### src/core/mse_pkg.sv
package mse_pkg;

    // ------------------------------------------------------------
    // Command codes, counts and addresses
    // ------------------------------------------------------------
    localparam logic [7:0]  MSE_RUN_CMD    = 8'h28;
    localparam logic [7:0]  MSE_RDSP_CMD   = 8'h0C;
    localparam int          MSE_SEC_BYTES  = 8;
    localparam logic [7:0]  MSE_ERASED     = 8'hFF;
    localparam logic [7:0]  MSE_FLAG_ADDR  = 8'h80;
    localparam int          MSE_FLAG_BIT   = 6;
    localparam logic [15:0] MSE_SP_INC     = 16'h0001;
    localparam logic [15:0] MSE_PC_HI_OFS  = 16'h0005;
    localparam logic [15:0] MSE_PC_LO_OFS  = 16'h0006;

    // ------------------------------------------------------------
    // Types
    // ------------------------------------------------------------
    typedef enum logic [1:0] {
        software_interrupt_op    = 2'b00,
        push_index_high_op       = 2'b01,
        pop_index_high_op        = 2'b10,
        return_from_interrupt_op = 2'b11
    } mse_op_t;

    typedef enum logic [3:0] {
        ST_SWI   = 4'b0000,
        ST_SWI_W = 4'b0001,
        ST_PSH   = 4'b0010,
        ST_PSH_W = 4'b0011,
        ST_SEC   = 4'b0100,
        ST_FLAG  = 4'b0101,
        ST_BRK   = 4'b0110,
        ST_CMD   = 4'b0111,
        ST_PUL   = 4'b1000,
        ST_PUL_W = 4'b1001,
        ST_RTI   = 4'b1010,
        ST_RTI_W = 4'b1011,
        ST_SPH   = 4'b1100,
        ST_SPL   = 4'b1101,
        ST_RUN   = 4'b1110
    } mse_state_t;

    typedef struct packed {
        logic    vld;
        mse_op_t op;
    } mse_cpu_req_t;

    typedef struct packed {
        logic       vld;
        logic [7:0] addr;
        logic [7:0] mask;
    } mse_ram_wr_t;

    typedef struct packed {
        logic       vld;
        logic [7:0] data;
    } mse_byte_t;

    typedef struct packed {
        mse_state_t      state;
        logic            por;
        logic            unlock;
        logic            inval;
        logic            match;
        logic [2:0]      cnt;
        logic [7:0][7:0] shadow;
        logic [15:0]     sp_inc;
        mse_cpu_req_t    cpu;
        mse_ram_wr_t     ram;
        mse_byte_t       tx;
        logic            brk;
        logic            ill;
        logic [15:0]     pc_hi;
        logic [15:0]     pc_lo;
    } mse_regs_t;

endpackage : mse_pkg

### src/core/mse_monitor_entry.sv
`timescale 1ns/1ps

// What this block does
// - Monitor entry issues software interrupt, then pushes index high byte.
// - Command 0x28 pops index high byte, then returns from interrupt.
// - Read-stack-pointer command replies stack pointer plus one.
// - Stacked return address sits at SP+5 (high) and SP+6 (low).
// - After power-on, wait for exactly eight security bytes from host.
// - All eight equal stored bytes: unlock nonvolatile reads and execution.
// - Unlock survives every reset except power-on; no re-entry needed.
// - Mismatch: stay in monitor, nonvolatile reads return invalid value.
// - Locked nonvolatile instruction fetch raises illegal-address reset.
// - After power-on, break sent only after all eight security bytes arrived; warm reset sends it with no bytes.
// - Matching code sets bit 6 of RAM byte 0x80.
// - Mass erase sets all eight security bytes to 0xFF.
module mse_monitor_entry
    import mse_pkg::*;
#(
    parameter logic [7:0] RUN_CMD  = MSE_RUN_CMD,
    parameter logic [7:0] RDSP_CMD = MSE_RDSP_CMD
) (
    // Clock and resets
    input  wire logic            i_ref_clk,
    input  wire logic            i_rst,
    input  wire logic            i_sys_rst,
    // Stored code and erase strobe
    input  wire logic [7:0][7:0] i_sec_bytes,
    input  wire logic            i_mass_erase,
    // Received and transmitted monitor bytes
    input  wire logic            i_rx_vld,
    input  wire logic [7:0]      i_rx_byte,
    input  wire logic            i_tx_ready,
    // Core operation handshake and stack pointer
    input  wire logic            i_cpu_done,
    input  wire logic [15:0]     i_sp,
    // Instruction fetch watch
    input  wire logic            i_fetch_vld,
    input  wire logic            i_fetch_nv,
    // Core operation requests
    output logic                 o_cpu_op_vld,
    output mse_op_t              o_cpu_op,
    // Security flag write into RAM
    output logic                 o_ram_wr,
    output logic [7:0]           o_ram_addr,
    output logic [7:0]           o_ram_mask,
    // Reply bytes and break request
    output logic                 o_tx_vld,
    output logic [7:0]           o_tx_byte,
    output logic                 o_break,
    // Security status
    output logic                 o_unlocked,
    output logic                 o_nv_rd_invalid,
    output logic                 o_illegal_rst,
    // Stacked return address slots
    output logic [15:0]          o_pc_hi_addr,
    output logic [15:0]          o_pc_lo_addr
);

    // ------------------------------------------------------------
    // State
    // ------------------------------------------------------------
    mse_regs_t r_q;
    mse_regs_t r_d;

    // ------------------------------------------------------------
    // Reset image and helpers
    // ------------------------------------------------------------
    // Reset image; power-on leaves the part locked
    localparam mse_regs_t MSE_RST = '{
        state:  ST_SWI,
        por:    1'b1,
        unlock: 1'b0,
        inval:  1'b1,
        match:  1'b1,
        cnt:    3'h0,
        shadow: {MSE_SEC_BYTES{MSE_ERASED}},
        sp_inc: 16'h0000,
        cpu:    '{vld: 1'b0, op: software_interrupt_op},
        ram:    '{vld: 1'b0, addr: 8'h00, mask: 8'h00},
        tx:     '{vld: 1'b0, data: 8'h00},
        brk:    1'b0,
        ill:    1'b0,
        pc_hi:  16'h0000,
        pc_lo:  16'h0000
    };

    // Issue one core operation request
    function automatic mse_cpu_req_t cpu_req(input mse_op_t op);
        cpu_req = '{vld: 1'b1, op: op};
    endfunction : cpu_req

    // Stack slot address relative to the live stack pointer
    function automatic logic [15:0] stack_slot(input logic [15:0] sp, input logic [15:0] ofs);
        stack_slot = sp + ofs;
    endfunction : stack_slot

    // ------------------------------------------------------------
    // Next state
    // ------------------------------------------------------------
    always_comb begin
        // Hold all state; pulses drop unless a state raises them
        r_d         = r_q;
        r_d.cpu.vld = 1'b0;
        r_d.ram.vld = 1'b0;
        r_d.brk     = 1'b0;

        // Locked fetch from nonvolatile space is illegal
        r_d.ill = i_fetch_vld && i_fetch_nv && !r_q.unlock;

        case (r_q.state)
            // ------------------------------------------------------------
            // Entry: software interrupt, then index high push
            // ------------------------------------------------------------
            ST_SWI: begin
                if (r_q.por) begin
                    r_d.shadow = i_sec_bytes;
                end
                r_d.cpu   = cpu_req(software_interrupt_op);
                r_d.state = ST_SWI_W;
            end
            // Wait for the core to take the interrupt
            ST_SWI_W: begin
                if (i_cpu_done) begin
                    r_d.state = ST_PSH;
                end
            end
            // Complete the stacked context with index high
            ST_PSH: begin
                r_d.cpu   = cpu_req(push_index_high_op);
                r_d.state = ST_PSH_W;
            end
            // Stack is final once the push is done
            ST_PSH_W: begin
                if (i_cpu_done) begin
                    // Return address slots on the entry stack
                    r_d.pc_hi = stack_slot(i_sp, MSE_PC_HI_OFS);
                    r_d.pc_lo = stack_slot(i_sp, MSE_PC_LO_OFS);
                    r_d.cnt   = 3'h0;
                    r_d.match = 1'b1;
                    // Only power-on demands the code
                    r_d.state = r_q.por ? ST_SEC : ST_BRK;
                end
            end
            // ------------------------------------------------------------
            // Collect and compare security bytes in order
            // ------------------------------------------------------------
            ST_SEC: begin
                if (i_rx_vld) begin
                    r_d.match = r_q.match && (i_rx_byte == r_q.shadow[r_q.cnt]);
                    r_d.cnt   = r_q.cnt + 3'h1;
                    // Last byte settles the lock state
                    if (r_q.cnt == 3'(MSE_SEC_BYTES - 1)) begin
                        r_d.unlock = r_d.match;
                        r_d.por    = 1'b0;
                        r_d.state  = ST_FLAG;
                    end
                end
            end
            // ------------------------------------------------------------
            // Record a good code in RAM for the host
            // ------------------------------------------------------------
            ST_FLAG: begin
                if (r_q.unlock) begin
                    r_d.ram.vld  = 1'b1;
                    r_d.ram.addr = MSE_FLAG_ADDR;
                    r_d.ram.mask = 8'(1 << MSE_FLAG_BIT);
                end
                r_d.state = ST_BRK;
            end
            // ------------------------------------------------------------
            // Ready for commands after the code phase, or at once after warm reset
            // ------------------------------------------------------------
            ST_BRK: begin
                r_d.brk   = 1'b1;
                r_d.state = ST_CMD;
            end
            // Command decode; unknown bytes are ignored
            ST_CMD: begin
                if (i_rx_vld && (i_rx_byte == RUN_CMD)) begin
                    // Stacked context may have been edited by host
                    r_d.state = ST_PUL;
                end else if (i_rx_vld && (i_rx_byte == RDSP_CMD)) begin
                    r_d.sp_inc  = stack_slot(i_sp, MSE_SP_INC);
                    r_d.tx.vld  = 1'b1;
                    r_d.tx.data = r_d.sp_inc[15:8];
                    r_d.state   = ST_SPH;
                end
            end
            // ------------------------------------------------------------
            // Resume: pop index high, return from interrupt
            // ------------------------------------------------------------
            ST_PUL: begin
                r_d.cpu   = cpu_req(pop_index_high_op);
                r_d.state = ST_PUL_W;
            end
            // Wait for the pop before returning
            ST_PUL_W: begin
                if (i_cpu_done) begin
                    r_d.state = ST_RTI;
                end
            end
            // Return to the stacked program counter
            ST_RTI: begin
                r_d.cpu   = cpu_req(return_from_interrupt_op);
                r_d.state = ST_RTI_W;
            end
            // Core leaves monitor once the return is done
            ST_RTI_W: begin
                if (i_cpu_done) begin
                    r_d.state = ST_RUN;
                end
            end
            // ------------------------------------------------------------
            // Stack pointer reply, high byte then low
            // ------------------------------------------------------------
            ST_SPH: begin
                if (i_tx_ready) begin
                    r_d.tx.data = r_q.sp_inc[7:0];
                    r_d.state   = ST_SPL;
                end
            end
            // Low byte accepted ends the reply
            ST_SPL: begin
                if (i_tx_ready) begin
                    r_d.tx.vld = 1'b0;
                    r_d.state  = ST_CMD;
                end
            end
            // User code runs; idle until the next reset
            ST_RUN: begin
                r_d.state = ST_RUN;
            end
            // Unused codes fall back to entry
            default: begin
                r_d.state = ST_SWI;
            end
        endcase

        // ------------------------------------------------------------
        // Erase wipes the code copy, wins over a load
        // ------------------------------------------------------------
        if (i_mass_erase) begin
            r_d.shadow = {MSE_SEC_BYTES{MSE_ERASED}};
        end

        // ------------------------------------------------------------
        // Warm reset restarts entry, keeps lock state and code copy
        // ------------------------------------------------------------
        if (i_sys_rst) begin
            r_d.state  = ST_SWI;
            r_d.por    = 1'b0;
            r_d.cpu    = MSE_RST.cpu;
            r_d.ram    = MSE_RST.ram;
            r_d.tx     = MSE_RST.tx;
            r_d.brk    = 1'b0;
            r_d.cnt    = 3'h0;
        end

        // Invalid-read flag follows the final lock state
        r_d.inval = !r_d.unlock;
    end

    // ------------------------------------------------------------
    // Registers; only power-on clears the lock
    // ------------------------------------------------------------
    always_ff @(posedge i_ref_clk or posedge i_rst) begin
        if (i_rst) begin
            r_q <= MSE_RST;
        end else begin
            r_q <= r_d;
        end
    end

    // ------------------------------------------------------------
    // Outputs
    // ------------------------------------------------------------
    // Core operation requests
    assign o_cpu_op_vld    = r_q.cpu.vld;
    assign o_cpu_op        = r_q.cpu.op;

    // Security flag write
    assign o_ram_wr        = r_q.ram.vld;
    assign o_ram_addr      = r_q.ram.addr;
    assign o_ram_mask      = r_q.ram.mask;

    // Reply byte and break request
    assign o_tx_vld        = r_q.tx.vld;
    assign o_tx_byte       = r_q.tx.data;
    assign o_break         = r_q.brk;

    // Security status, all registered
    assign o_unlocked      = r_q.unlock;
    assign o_nv_rd_invalid = r_q.inval;
    assign o_illegal_rst   = r_q.ill;

    // Stacked return address slots
    assign o_pc_hi_addr    = r_q.pc_hi;
    assign o_pc_lo_addr    = r_q.pc_lo;

endmodule : mse_monitor_entry

### config.mk
export PLATFORM = sky130hd
export DESIGN_NAME = mse_monitor_entry
export DESIGN_NICKNAME = d
export VERILOG_FILES = /design/src/core/mse_pkg.sv /design/src/core/mse_monitor_entry.sv
export SDC_FILE = /design/constraint.sdc
export NUM_CORES = 1
export LEC_CHECK = 0
export BUFFER_PORTS_ARGS = -buffer_cell sky130_fd_sc_hd__buf_2
export CORE_MARGIN = 2
export CORE_UTILIZATION = 49
export CTS_CLUSTER_SIZE = 30
export DETAILED_ROUTE_END_ITERATION = 16
export GPL_TIMING_DRIVEN = 0
export PLACE_DENSITY = 0.76
export RECOVER_POWER = 50
export SLEW_MARGIN = 20
export SYNTH_ARGS = -nofsm -noshare
export SYNTH_HDL_FRONTEND = slang
export SYNTH_SLANG_ARGS = --single-unit
### constraint.sdc
create_clock -name i_ref_clk -period 3.94 [get_ports i_ref_clk]
set_input_delay 0.591 -clock i_ref_clk [delete_from_list [all_inputs] [get_ports i_ref_clk]]
set_output_delay 0.591 -clock i_ref_clk [all_outputs]
set_load 0.1 [all_outputs]
==> results.json <==
{
  "status": "finished, violations left",
  "violations": "max-capacitance violations, max-slew violations",
  "fin_ws_ps": 1467,
  "grtUsageTotal": 0.2289,
  "first_pass_iters": 5,
  "htree_levels": 4,
  "crit_path_max_incr_delay_ps": 850,
  "final_common_cell": "nand2_1",
  "fillers": 1285,
  "slew_headroom": -0.2145,
  "fmax_mhz": 404.4,
  "initial_utilization": 0.5008,
  "fp.dieArea_um2": 15790,
  "p_leak_uw": 0.004170,
  "vias": 5992,
  "clkSlewWorstSetupHoldPaths_ps": 60,
  "syn-cell-area_um2": 7251,
  "cts_tree": "yes",
  "io_pins": 162,
  "clockRootBuffer": "clkbuf_16",
  "post_cts_resized": 0,
  "stdcell_count": 1155,
  "cts_buffer_depth": 2,
  "clk_latency_ps": 420,
  "vdd_ir_drop_max_v": 0.0004820,
  "cts_buffers": 17,
  "wl_per_cell_um": 15.11,
  "path_class": "primary input to register",
  "hp-class": "primary input to async pin",
  "synth_edf_count": 0,
  "ys_types": 51,
  "cap_violations": 2,
  "period_share": 0.6277,
  "gp_congestion": 0.9175,
  "die_w_um": 125.6,
  "final_cell_mix": "nand2_1 (194), buf_2 (133), dfstp_2 (67), nand3b_1 (66), dfrtp_1 (64)",
  "clock_skew_ps": 5.354,
  "die_height_um": 125.6,
  "ys_ff_latch": 131,
  "async_flop_share": 1.000,
  "critPathArrivalTime_ps": 2830,
  "port_buffers": 140,
  "worstRegToRegCells": 6,
  "slowest_stage": "nor3_1",
  "cp-end-kind": "register",
  "overflow": 0,
  "rows": 44,
  "n_antenna_cell": 0,
  "cts.hold.buffers_added": 0,
  "drive_gt1_frac": 0.3120,
  "worst_pin_slew_ps": 1822,
  "path_buf_inv": 1,
  "wirelength_mm": 17.46,
  "crit_required_ps": 4300,
  "fin_util": 0.6136,
  "finalSetupViolations": 0,
  "cp_top_family": "simple AND/OR/NAND/NOR gates",
  "cts_sinks": 131,
  "antenna_left": 0,
  "tns_ps": 0,
  "critPathLaunchType": "primary input",
  "crit_chain": "buf_2 -> nor4b_1 -> nand3_1 -> nor3_1 -> a311oi_2 -> nor2_4 -> a22o_1",
  "synthCells": 782,
  "grt_pass1_wl_mm": 28.61,
  "final_nets": 1061,
  "syn_area_per_cell_um2": 9.272,
  "dp_hpwl_mm": 13.05,
  "ys_seq_area_frac": 0.4637,
  "drc": 0,
  "post-cts-setup-buffer-count": 0,
  "synth_ff_type": "dfstp_2",
  "grt_pass1_vias": 5693,
  "fin_crit_ps": 2473,
  "worstSetupPathDepth": 7,
  "drv_slew": 66,
  "power_uw": 5414,
  "place_ws_ps": 1510,
  "place_inst": 1123,
  "regArea_um2": 3362,
  "antenna_found_initial": 0,
  "synth_warnings": 0,
  "syn2layout_area_growth_pct": 22.52,
  "grt_max_degree": 36,
  "p_per_area_nw_per_um2": 609.5,
  "hold_violations": 0,
  "core_area_um2": 14480,
  "drt-initial-drc-count": 320,
  "rsz0062_at_grt": "no",
  "multi_input_area_um2": 3267,
  "cp_max_fo": 9,
  "via_per_inst": 5.188
}
-- kinds of logic (layout without fill, tap and decap cells) --
family | count (synthesis) | in the layout | synth area share
AOI/OAI and AO/OA | 102 | 102 | 0.08646
muxes | 32 | 32 | 0.05746
and+or+nand+nor | 354 | 354 | 0.2362
buffers and inverters | 111 | 287 | 0.09094
adders and majority gates | 6 | 6 | 0.01035
DFF | 131 | 131 | 0.4637
xor gates and xnor gates | 45 | 45 | 0.05436
other | 1 | 14 | 0.0005172
-- area by class of cell --
class / instances / area share
Sequential cell: 131 / 0.3785
Multi-Input combinational cell: 553 / 0.3677
Timing Repair Buffer: 144 / 0.08113
Buffer: 103 / 0.07085
Clock buffer: 20 / 0.05634
Tap cell: 184 / 0.02592
Clock inverter: 12 / 0.01606
Inverter: 8 / 0.003521
-- cells in the mapped netlist, types with 10 or more instances --
cell type | number | area, µm²
a21oi_1 | 20 | 100.1
a22oi_1 | 10 | 75.07
and3_1 | 12 | 75.07
buf_4 | 58 | 435.4
clkbuf_1 | 39 | 146.4
dfrtp_1 | 64 | 1602
dfstp_2 | 67 | 1760
mux2i_1 | 24 | 240.2
nand2_1 | 194 | 728.2
nand3b_1 | 66 | 495.5
nor2_1 | 47 | 176.4
o21ai_0 | 46 | 230.2
xnor2_1 | 30 | 262.8
xor2_1 | 15 | 131.4
-- flip-flops by register name, indices dropped and copies added, names as in the netlist --
register / cells
o_cpu_op: 2
o_nv_rd_invalid: 1
r_q: 81
o_cpu_op_vld: 1
o_tx_vld: 1
o_break: 1
o_ram_wr: 1
o_pc_hi_addr: 16
o_tx_byte: 8
o_unlocked: 1
o_ram_mask: 1
o_pc_lo_addr: 16
o_illegal_rst: 1
-- where the power goes --
group          switching (µW)  internal (µW)
sequential                100           1530
clock                     604           1050
combinational            1660            463
total                    2370           3050
-- through the flow --
step,hold WS [ps],instance area (µm²)
CTS,171.6,8965
global placement,452.8,8234
finish,189.0,8884
detailed placement,459.1,8322
global route,232.6,8884
floorplan,440.2,7303
-- metal layers --
layer,wire length [µm],global-route usage
met2,8372,0.3644
met1,7631,0.3061
met4,466,0.09673
met3,984,0.04800
met5,0,0
-- path summary, 6_finish.rpt --
check / start / endpoint / slack [ps]
max: i_rx_byte[4] / o_tx_byte[1] / 1470
min: i_rst / r_q[151] / 190
max reg2reg: r_q[152] / o_tx_byte[1] / 1470
min reg2reg: r_q[146] / r_q[146] / 460
max in group asynchronous: i_rst / o_illegal_rst / 2020
min in group i_ref_clk: i_fetch_nv / o_illegal_rst / 380
(Power assumes the default switching activity.)
